<file path="config.mk">
export PLATFORM = sky130hd
export DESIGN_NAME = accumulator_transfer_exec
export DESIGN_NICKNAME = d
export VERILOG_FILES = /design/src/acc_xfer_pkg.sv /design/src/accumulator_transfer_exec.sv
export SDC_FILE = /design/constraint.sdc
export NUM_CORES = 1
export LEC_CHECK = 0
export BUFFER_PORTS_ARGS = -buffer_cell sky130_fd_sc_hd__buf_2
export CORE_AREA = 3 3 85 87
export CTS_CLUSTER_DIAMETER = 60
export DETAILED_ROUTE_END_ITERATION = 8
export DIE_AREA = 0 0 88 90
export PLACE_DENSITY = 0.83
export REMOVE_ABC_BUFFERS = 1
export SLEW_MARGIN = 25
export SYNTH_ARGS = -nofsm -noshare
export SYNTH_HDL_FRONTEND = slang
export SYNTH_SLANG_ARGS = --single-unit
</file>
<file path="constraint.sdc">
create_clock -name pclk -period 2.1 [get_ports pclk]
set_input_delay 0.63 -clock pclk [delete_from_list [all_inputs] [get_ports pclk]]
set_output_delay 0.63 -clock pclk [all_outputs]
set_load 0.005 [all_outputs]
</file>
<file path="src/acc_xfer_pkg.sv">
// Package: opcodes, register map and types for the accumulator transfer executor
package acc_xfer_pkg;

	// ========================================
	// Instruction codes (10-bit words)
	localparam logic [9:0] OP_LOAD_POINTER_FROM_ACC       = 10'h029;
	localparam logic [9:0] OP_LOAD_PAIR_FROM_WORK_AND_ACC = 10'h01A;
	localparam logic [9:0] OP_LOAD_PORT_CFG0_FROM_ACC     = 10'h228;
	localparam logic [9:0] OP_LOAD_PORT_CFG1_FROM_ACC     = 10'h229;
	localparam logic [9:0] OP_LOAD_PORT_CFG2_FROM_ACC     = 10'h22A;
	localparam logic [9:0] OP_LOAD_PORT_CFG3_FROM_ACC     = 10'h22B;
	localparam int         NUM_PORT_CFG                   = 4;

	// ========================================
	// APB register byte offsets
	localparam logic [11:0] ADDR_INSTR    = 12'h000;
	localparam logic [11:0] ADDR_ACC      = 12'h004;
	localparam logic [11:0] ADDR_WORK     = 12'h008;
	localparam logic [11:0] ADDR_POINTER  = 12'h00C;
	localparam logic [11:0] ADDR_PAIR     = 12'h010;
	localparam logic [11:0] ADDR_PORT_CFG = 12'h014; // Four words from here
	localparam logic [11:0] ADDR_STATUS   = 12'h024;

	// ========================================
	// Status field positions
	localparam int STATUS_CARRY_BIT   = 0;
	localparam int STATUS_BADOP_BIT   = 1;

	// ========================================
	// Reset values
	localparam logic [9:0] RST_INSTR    = 10'h000;
	localparam logic [3:0] RST_NIBBLE   = 4'h0;
	localparam logic [2:0] RST_POINTER  = 3'h0;
	localparam logic [7:0] RST_PAIR     = 8'h00;

	// ========================================
	// Decoded operation
	typedef enum logic [2:0] {
		OPK_NONE    = 3'b000,
		OPK_POINTER = 3'b001,
		OPK_PAIR    = 3'b010,
		OPK_CFG     = 3'b011,
		OPK_BAD     = 3'b100
	} op_kind_t;

	// Pointer and pair transfer destinations seen by the core; port configurations are kept apart
	typedef struct packed {
		logic [7:0] pair;
		logic [2:0] pointer;
	} xfer_state_t;

endpackage : acc_xfer_pkg

</file>
<file path="src/accumulator_transfer_exec.sv">
// Accumulator-sourced register transfer executor with an APB register port
`timescale 1ns/1ps
`default_nettype none

module accumulator_transfer_exec
	import acc_xfer_pkg::*;
(
	input  wire logic        pclk,
	input  wire logic        presetn,
	input  wire logic        clk_en,
	input  wire logic        psel,
	input  wire logic        penable,
	input  wire logic        pwrite,
	input  wire logic [11:0] paddr,
	input  wire logic [31:0] pwdata,
	output var  logic [31:0] prdata,
	output var  logic        pready,
	output var  logic        pslverr,
	output var  xfer_state_t xfer_state,
	output var  logic [3:0]  port_drive_cfg [NUM_PORT_CFG],
	output var  logic        carry_flag
);

	// ========================================
	// Storage
	// Accumulator and working register stand in for the core's own registers;
	// software loads them over the bus before issuing a transfer
	logic [9:0] instr;
	logic [3:0] acc;
	logic [3:0] work;
	logic       bad_opcode;

	// ========================================
	// Register map, one aligned word each, data in the low bits
	//   0x000  instruction word, write executes, read returns the last one issued
	//   0x004  accumulator, four bits, read and write
	//   0x008  second working register, four bits, read and write
	//   0x00C  pointer, three bits, read only
	//   0x010  pair register, eight bits, read only
	//   0x014  port drive configuration 0 to 3, four words, read only
	//   0x024  status: bit 0 carry, bit 1 sticky unknown-opcode flag
	// Unmapped words read zero and answer with an error.
	// Destinations are read only so that only an instruction can move them;
	// a stray bus write would otherwise hide a broken transfer.

	// ========================================
	// Bus decode
	wire logic [11:0] word_addr = {paddr[11:2], 2'b00};
	wire logic        setup     = psel & ~penable;
	wire logic        commit    = psel & penable & pready;
	wire logic        wr_commit = commit & pwrite;

	// Word hits; the two low address bits are ignored
	wire logic        hit_instr = (word_addr == ADDR_INSTR);
	wire logic        hit_acc   = (word_addr == ADDR_ACC);
	wire logic        hit_work  = (word_addr == ADDR_WORK);
	wire logic        hit_ptr   = (word_addr == ADDR_POINTER);
	wire logic        hit_pair  = (word_addr == ADDR_PAIR);
	wire logic        hit_stat  = (word_addr == ADDR_STATUS);

	// Port configuration block: four words, picked by bits three and two of the offset from ADDR_PORT_CFG
	wire logic [11:0] cfg_off   = word_addr - ADDR_PORT_CFG;
	wire logic        hit_cfg   = (word_addr >= ADDR_PORT_CFG) & (cfg_off[11:4] == 8'h00);
	wire logic [1:0]  cfg_sel   = cfg_off[3:2];
	wire logic        mapped    = hit_instr | hit_acc | hit_work | hit_ptr | hit_pair
	                              | hit_stat | hit_cfg;
	// Read-only words refuse writes with an error so software sees the mistake
	wire logic        ro_hit    = hit_ptr | hit_pair | hit_cfg;
	wire logic        next_err  = ~mapped | (pwrite & ro_hit);

	// ========================================
	// Instruction decode: a write to the instruction word executes it in that one cycle
	// Operands are the register values before the commit edge, so loading the
	// accumulator and issuing a transfer must be two separate bus accesses.
	// Any other code raises the unknown-opcode flag and is kept as the last instruction, but moves no destination.
	wire logic       issue  = wr_commit & hit_instr;
	wire logic [9:0] opcode = pwdata[9:0];
	op_kind_t        kind;
	logic [1:0]      cfg_idx;
	always_comb begin
		kind    = OPK_BAD;
		cfg_idx = 2'h0;
		case (opcode)
			OP_LOAD_POINTER_FROM_ACC:       kind = OPK_POINTER;
			OP_LOAD_PAIR_FROM_WORK_AND_ACC: kind = OPK_PAIR;
			OP_LOAD_PORT_CFG0_FROM_ACC: begin
				kind    = OPK_CFG;
				cfg_idx = 2'h0;
			end
			OP_LOAD_PORT_CFG1_FROM_ACC: begin
				kind    = OPK_CFG;
				cfg_idx = 2'h1;
			end
			OP_LOAD_PORT_CFG2_FROM_ACC: begin
				kind    = OPK_CFG;
				cfg_idx = 2'h2;
			end
			OP_LOAD_PORT_CFG3_FROM_ACC: begin
				kind    = OPK_CFG;
				cfg_idx = 2'h3;
			end
			default:                        kind = OPK_BAD;
		endcase
	end

	// Execute strobes, at most one high per commit
	wire logic       do_ptr  = issue & (kind == OPK_POINTER);
	wire logic       do_pair = issue & (kind == OPK_PAIR);
	wire logic       do_cfg  = issue & (kind == OPK_CFG);
	wire logic       do_bad  = issue & (kind == OPK_BAD);

	// Next destination values
	wire logic [2:0] next_ptr  = acc[2:0];    // Top accumulator bit dropped
	wire logic [7:0] next_pair = {work, acc}; // Both nibbles in one edge

	// Read words, zero-extended to the bus width
	wire logic [31:0] rd_instr = {22'h0, instr};
	wire logic [31:0] rd_acc   = {28'h0, acc};
	wire logic [31:0] rd_work  = {28'h0, work};
	wire logic [31:0] rd_ptr   = {29'h0, xfer_state.pointer};
	wire logic [31:0] rd_pair  = {24'h0, xfer_state.pair};
	wire logic [31:0] rd_cfg   = {28'h0, port_drive_cfg[cfg_sel]};
	wire logic [31:0] rd_stat  = {30'h0, bad_opcode, carry_flag};

	// Read mux; an unmapped word falls through to zero
	wire logic [31:0] next_rdata =
		hit_instr ? rd_instr :
		hit_acc   ? rd_acc :
		hit_work  ? rd_work :
		hit_ptr   ? rd_ptr :
		hit_pair  ? rd_pair :
		hit_cfg   ? rd_cfg :
		hit_stat  ? rd_stat : 32'h0;

	// Status write: carry written directly, bad-opcode cleared by writing one
	wire logic stat_wr   = wr_commit & hit_stat;
	wire logic clr_bad   = stat_wr & pwdata[STATUS_BADOP_BIT];

	// Sticky flag: a new unknown opcode in the clearing cycle still sets it,
	// so software never loses an error that arrived while it was clearing
	wire logic next_bad  = do_bad | (bad_opcode & ~clr_bad);

	// ========================================
	// APB handshake: one wait-free access, answer registered in the setup cycle
	// Ready rises for exactly the access cycle after each setup; read data is
	// captured at setup and then holds, so a slow master still sees it.
	// Limitation: a low clock enable also freezes ready, so a master must not
	// start an access while the enable is low.
	always_ff @(posedge pclk or negedge presetn) begin
		if (!presetn) begin
			pready  <= 1'b0;
			pslverr <= 1'b0;
			prdata  <= 32'h0;
		end else if (clk_en) begin
			pready  <= setup;
			pslverr <= setup & next_err;
			if (setup) begin
				prdata <= pwrite ? 32'h0 : next_rdata;
			end
		end
	end

	// Software-written registers; writes to bad addresses land nowhere
	always_ff @(posedge pclk or negedge presetn) begin
		if (!presetn) begin
			instr <= RST_INSTR;
			acc   <= RST_NIBBLE;
			work  <= RST_NIBBLE;
		end else if (clk_en) begin
			if (issue) instr <= opcode;
			if (wr_commit & hit_acc) acc <= pwdata[3:0];
			if (wr_commit & hit_work) work <= pwdata[3:0];
		end
	end

	// Carry only moves on a status write; transfers leave it alone
	// Bad-opcode flag: a new set in the clear cycle wins
	always_ff @(posedge pclk or negedge presetn) begin
		if (!presetn) begin
			carry_flag <= 1'b0;
			bad_opcode <= 1'b0;
		end else if (clk_en) begin
			if (stat_wr) carry_flag <= pwdata[STATUS_CARRY_BIT];
			bad_opcode <= next_bad;
		end
	end

	// Pointer and pair destinations, one machine cycle each
	// Each destination loads whole at one edge, so no half-updated value shows
	always_ff @(posedge pclk or negedge presetn) begin
		if (!presetn) begin
			xfer_state.pointer <= RST_POINTER;
			xfer_state.pair    <= RST_PAIR;
		end else if (clk_en) begin
			if (do_ptr) xfer_state.pointer <= next_ptr;
			if (do_pair) xfer_state.pair <= next_pair;
		end
	end

	// ========================================
	// Port output-structure control registers, whole accumulator copied
	// One register per port; the pins that use them live outside this block
	for (genvar g = 0; g < NUM_PORT_CFG; g++) begin : g_cfg
		wire logic load = do_cfg & (cfg_idx == 2'(g));
		always_ff @(posedge pclk or negedge presetn) begin
			if (!presetn) begin
				port_drive_cfg[g] <= RST_NIBBLE;
			end else if (clk_en & load) begin
				port_drive_cfg[g] <= acc;
			end
		end
	end

endmodule : accumulator_transfer_exec

`default_nettype wire

</file>
* After elaboration in Yosys (flattened, before gate mapping)
Cells that the tools add are included.
** Storage, ports and cells
- Register bits :: 81
- Logic and storage cells :: 98
- Output and inout bits :: 62
- Input port bits :: 50
** Operators by class
- Muxes and demuxes :: 13
- Add/sub/neg operators :: 1
- $lt $le $gt $ge :: 2
- Reduce and logical (&&, ||, !) cells :: 11
- Bitwise logic cells :: 39
- Eq/ne operators :: 18
** Operator list (count)
- 10-bit equality test, second input constant :: 4
- 8-bit two-way mux :: 4
- 1-bit bitwise AND :: 25
- 10-bit by 2-bit equality test with 1-bit output, second input constant :: 2
- 10-bit two-way mux :: 2
- 2-bit AND reduction :: 7
- 12-bit by 5-bit greater-or-equal comparator with 1-bit output, second input constant :: 1
- 12-bit logical NOT :: 1
- 4-bit two-way mux :: 3
- 12-bit by 5-bit subtractor with 12-bit output, second input constant :: 1
- 10-bit by 1-bit equality test with 1-bit output, second input constant :: 1
- 10-bit by 3-bit equality test with 1-bit output, second input constant :: 1
- 10-bit by 4-bit equality test with 1-bit output, second input constant :: 1
- 10-bit by 5-bit equality test with 1-bit output, second input constant :: 1
- 10-bit by 6-bit equality test with 1-bit output, second input constant :: 1
- 1-bit OR :: 10
- 3-bit one-hot mux with 3 select lines :: 1
- 4-bit binary-select mux with 2-bit select :: 1
- 8-bit logical NOT :: 1
- 3-bit by 2-bit equality test with 1-bit output, second input constant :: 2
- 2-bit one-hot mux with 3 select lines :: 1
- 2-bit equality test, second input constant :: 2
- 4-bit OR reduction :: 1
- 3-bit by 1-bit equality test with 1-bit output, second input constant :: 1
- other kinds (7) :: 9

* Longest topological paths before layout
- Word-level depth :: 12
- Gate-level depth with buffers :: 9
- Depth with buffers taken out :: 7

* Worst setup path after synthesis
No wires, ideal clock.
- Kind :: input -> register
- Start :: input paddr[2]
- End :: register instr[5]
- Data required time :: 1.975 ns
- Slack :: -0.602 ns
- Setup time :: 0.125 ns
- Cell stages on the path :: 8
- Buffers on the path :: 3
- Arrival time :: 2.577 ns
- Cell sequence :: clkbuf_1 -> inv_1 -> ha_1 -> clkbuf_1 -> nand3_1 -> nor3_1 -> clkbuf_1 -> mux2_2
** On the way
- Longest elaborated chain between the ends :: 3
** RTL lines
- from (decl) :: RTL line accumulator_transfer_exec.sv:14 : input wire logic [11:0] paddr,
- 12-bit logical NOT :: RTL line accumulator_transfer_exec.sv:54 : wire logic hit_instr = (word_addr == ADDR_INSTR);
- 1-bit bitwise AND :: RTL line accumulator_transfer_exec.sv:76 : wire logic issue = wr_commit & hit_instr;
- 2-bit AND reduction (no line)
- to (signal assigned) :: RTL line accumulator_transfer_exec.sv:170 : if (issue) instr <= opcode;
- to (decl) :: RTL line accumulator_transfer_exec.sv:28 : logic [9:0] instr;
No other way between the ends.
A chain may end at the register's enable or synchronous reset.

* Worst setup path after layout
- Start :: input paddr[9]
- End :: register port_drive_cfg[12] (netlist bit)
** On the way
- Longest elaborated chain between the ends :: 5
** RTL lines
- 12-bit logical NOT :: RTL line accumulator_transfer_exec.sv:54
- 1-bit bitwise AND :: RTL line accumulator_transfer_exec.sv:76
- 1-bit bitwise AND :: RTL line accumulator_transfer_exec.sv:109 : wire logic do_cfg = issue & (kind == OPK_CFG);
- 1-bit bitwise AND :: RTL line accumulator_transfer_exec.sv:204 : wire logic load = do_cfg & (cfg_idx == 2'(g));
- 1-bit bitwise AND :: RTL line accumulator_transfer_exec.sv:208 : end else if (clk_en & load) begin
- to (signal, indexed assignment) :: RTL line accumulator_transfer_exec.sv:207 : port_drive_cfg[g] <= RST_NIBBLE;
- to (signal, indexed assignment) :: RTL line accumulator_transfer_exec.sv:209 : port_drive_cfg[g] <= acc;
- to (decl) :: RTL line accumulator_transfer_exec.sv:20 : output var logic [3:0] port_drive_cfg [NUM_PORT_CFG],
No other way between the ends.

==> flow_summary.toml <==
[place]
dp_slack_ns = -0.615
hpwlAfterDp_um = 6410
routabilityCongestion = 0.896
port_buffers = 65

[pwr]
p_clk_share_pct = 43.8
combinationalPowerShare_pct = 10.5
p_sw_share_pct = 24.2
internal_power_uw = 1890
p_sw_uw = 605
power.total_uw = 2500
ir_drop_uv = 605
power_frac_seq_pct = 45.7
leakagePower_uw = 0.00226
power_density_nw_per_um2 = 555

[routing]
vias_per_cell = 5.70
drc = 0
routed_wl_um = 9230
first_pass_iters = 5
first_iter_violations = 159
wl_per_cell_um = 18.7
vias = 2818
ant_nets = 0

[timing]
setup-tns-final_ns = -0.984
tightest_slew_ns = 0.580
finalSetupViolCount = 21
finClkSkew_ns = 0.00965
slew_violations = 0
finalCriticalPeriod_ns = 2.20
relSlewSlack_pct = 61.3
fin_ws_ns = -0.0999
whs_ns = 0.278
fin_crit_sh_pct = 105
hold_viol = 0
fmax_mhz = 455
rsz0062_at_grt = "true"

[floorplanning]
die_width_um = 88
rows = 29
initial_core_util_pct = 50.3
io_pins = 112
dieArea_um2 = 7920
fp.coreArea_um2 = 6420
fp.dieH_um = 90

[grt]
grt_pass1_wl_um = 14300
grt_use_total_pct = 23.9
grt_overflow = 0
antenna_found_initial = 0
grt_pass1_vias = 2766
grt_max_degree = 36

[worst_setup_path]
worst_path_max_delay_cell = "or4_4"
worstRegToRegCells = 6
cp_max_fo = 4
worst_setup_path_start_kind = "input pin"
required_ns = 2.33
crit_top_cell = "buf_6"
cp-end-kind = "flip-flop"
worstPathArrival_ns = 2.43
max_stage_delay_ns = 0.55
crit_type = "input pin to flip-flop"
cp_cell_sequence = "buf_6 > or4_4 > nor3_4 > buf_6 > nand4_4 > or3_4 > mux2_2"

[yosys]
synth_async_sr_flop_share_pct = 100
yosysMostFrequentCell = "dfrtp_1"
synthFlopType = "dfrtp_1"
yosysTopAreaCell = "dfrtp_1"
seq_area_frac_synth_pct = 45.7
syn_area_per_cell_um2 = 11.3
ys_warn_count = 0
synth_edf_count = 0
ys_ff_latch = 59
yosys-top-cells-area = "dfrtp_1, mux2_2, buf_4"
synth_top_cells_by_count = "dfrtp_1, mux2_2, buf_4"
synthesis.area_um2 = 3230
synthCells = 286
synthDistinctLibCells = 54
synth_top_area_share_pct = 45.7

[cts]
clk_latency_ns = 0.35
numClockSinks = 59
cts_max_level = 3
cts-root-buf = "clkbuf_8"
clockBufferDepth = 2
path_clk_slew_ns = 0.07
holdBufCountCts = 0
cts_tree = "built"
numCtsBuffers = 9

[cells_and_area]
insertedDiodeCount = 0
nNetsFinal = 466
drive_gt1_share_pct = 51.6
syn2layout_area_growth_pct = 39.1

[outcome]
status = "finished, violations left"
violations = "negative setup slack"

[hold_path]
hp-class = "input pin to asynchronous set/reset pin"

[flow_run]
maxCapViolations = 0
==> final timing paths <==
| kind | start | end | slack, ns |
|---|---|---|---|
| max | paddr[9] | port_drive_cfg[12]$_DFFE_PN0P_ | -0.1 |
| min | presetn | pslverr$_DFFE_PN0P_ | 0.28 |
| max reg2reg | pready$_DFFE_PN0P_ | port_drive_cfg[12]$_DFFE_PN0P_ | 0.27 |
| min reg2reg | prdata[9]$_DFFE_PN0P_ | prdata[9]$_DFFE_PN0P_ | 0.49 |
| max in group asynchronous | presetn | work[3]$_DFFE_PN0P_ | 1.25 |
| min in group pclk | prdata[9]$_DFFE_PN0P_ | prdata[9]$_DFFE_PN0P_ | 0.49 |
==> registers in the layout (all words and copies together), names as in the netlist <==
| signal | count |
|---|---|
| prdata | 10 |
| acc | 4 |
| carry_flag | 1 |
| instr | 10 |
| xfer_state | 11 |
| pready | 1 |
| work | 4 |
| port_drive_cfg | 16 |
| pslverr | 1 |
| bad_opcode | 1 |
==> metal layers <==
layer	track usage, %	part of all wire (%)
met1	32.5	43
met2	37.3	48
met3	5.39	7.5
met4	8.57	2.2
met5	0	0
==> critical path: cells and delay by family <==
family | cells | cell delay, ns
buffers and inverters | 2 | 0.25
multiplexers | 1 | 0.29
AND/OR/NAND/NOR | 4 | 1.26
==> power by group through the flow <==
stage                     Combinational (uW)  Sequential, uW  Clock, uW
after global routing                     288            1140       1150
after global placement                   226            1160          0
after detailed placement                 230            1160          0
after CTS                                236            1140       1110
final                                    262            1140       1090
after floorplan                         80.7            1160          0
==> kinds of logic after synthesis <==
logic type / Yosys count / synth area share [%]
flops: 59 / 45.7
fa+ha+maj: 4 / 1.55
mux: 48 / 18.1
compound gates: 58 / 13.2
simple gates: 76 / 14.0
other cells: 1 / 0.116
buf+inv: 40 / 7.28
==> cell usage in the layout, fill, tap and decap left out, drive strengths merged, types with 2 or more instances in the layout <==
cell type and count:
a22oi 4, nor3b 3, clkbuf 12, nand2b 9
nor2 12, o21ai 8, dfrtp 59, conb 22
inv 9, nand2 18, or4 4, o2bb2ai 2
nor2b 2, a21oi 7, a31oi 4, ha 4
nor4 5, nand3b 2, a211oi 2, clkinv 2
o221ai 3, o21a 3, a32oi 3, buf 125
mux2 44, nor4b 2, or3 3, nor3 6
a32o 2, a22o 9, mux4 4, nand4 4
nand3 3
==> metrics by stage <==
step / instances / utilization (%) / area [um^2]
floorplan: 276 / - / 3110
finish: 494 / 70.0 / 4500
global placement: 474 / 61.7 / 3970
detailed placement: 474 / 61.7 / 3970
CTS: 492 / 67.1 / 4310
global route: 494 / 70.0 / 4500
==> repair_timing <==
| item | 4_1_cts | 5_1_grt |
|---|---|---|
| resized for setup | 29 | 37 |
| setup buffers | 2 | 2 |
| pin swaps | 6 | 11 |
| setup endpoints to repair | 29 | 46 |
==> area by class of cell <==
cell class / count / area, um^2
multi-input cells: 208 / 1840
fillers: 436 / 1920
repair buffers: 125 / 841
clock inverters: 4 / 47.5
inverters: 9 / 33.8
flip-flops and latches: 59 / 1480
well taps: 77 / 96.3
clock buffers: 12 / 165
Note: power is estimated with default switching activity, not from simulation.
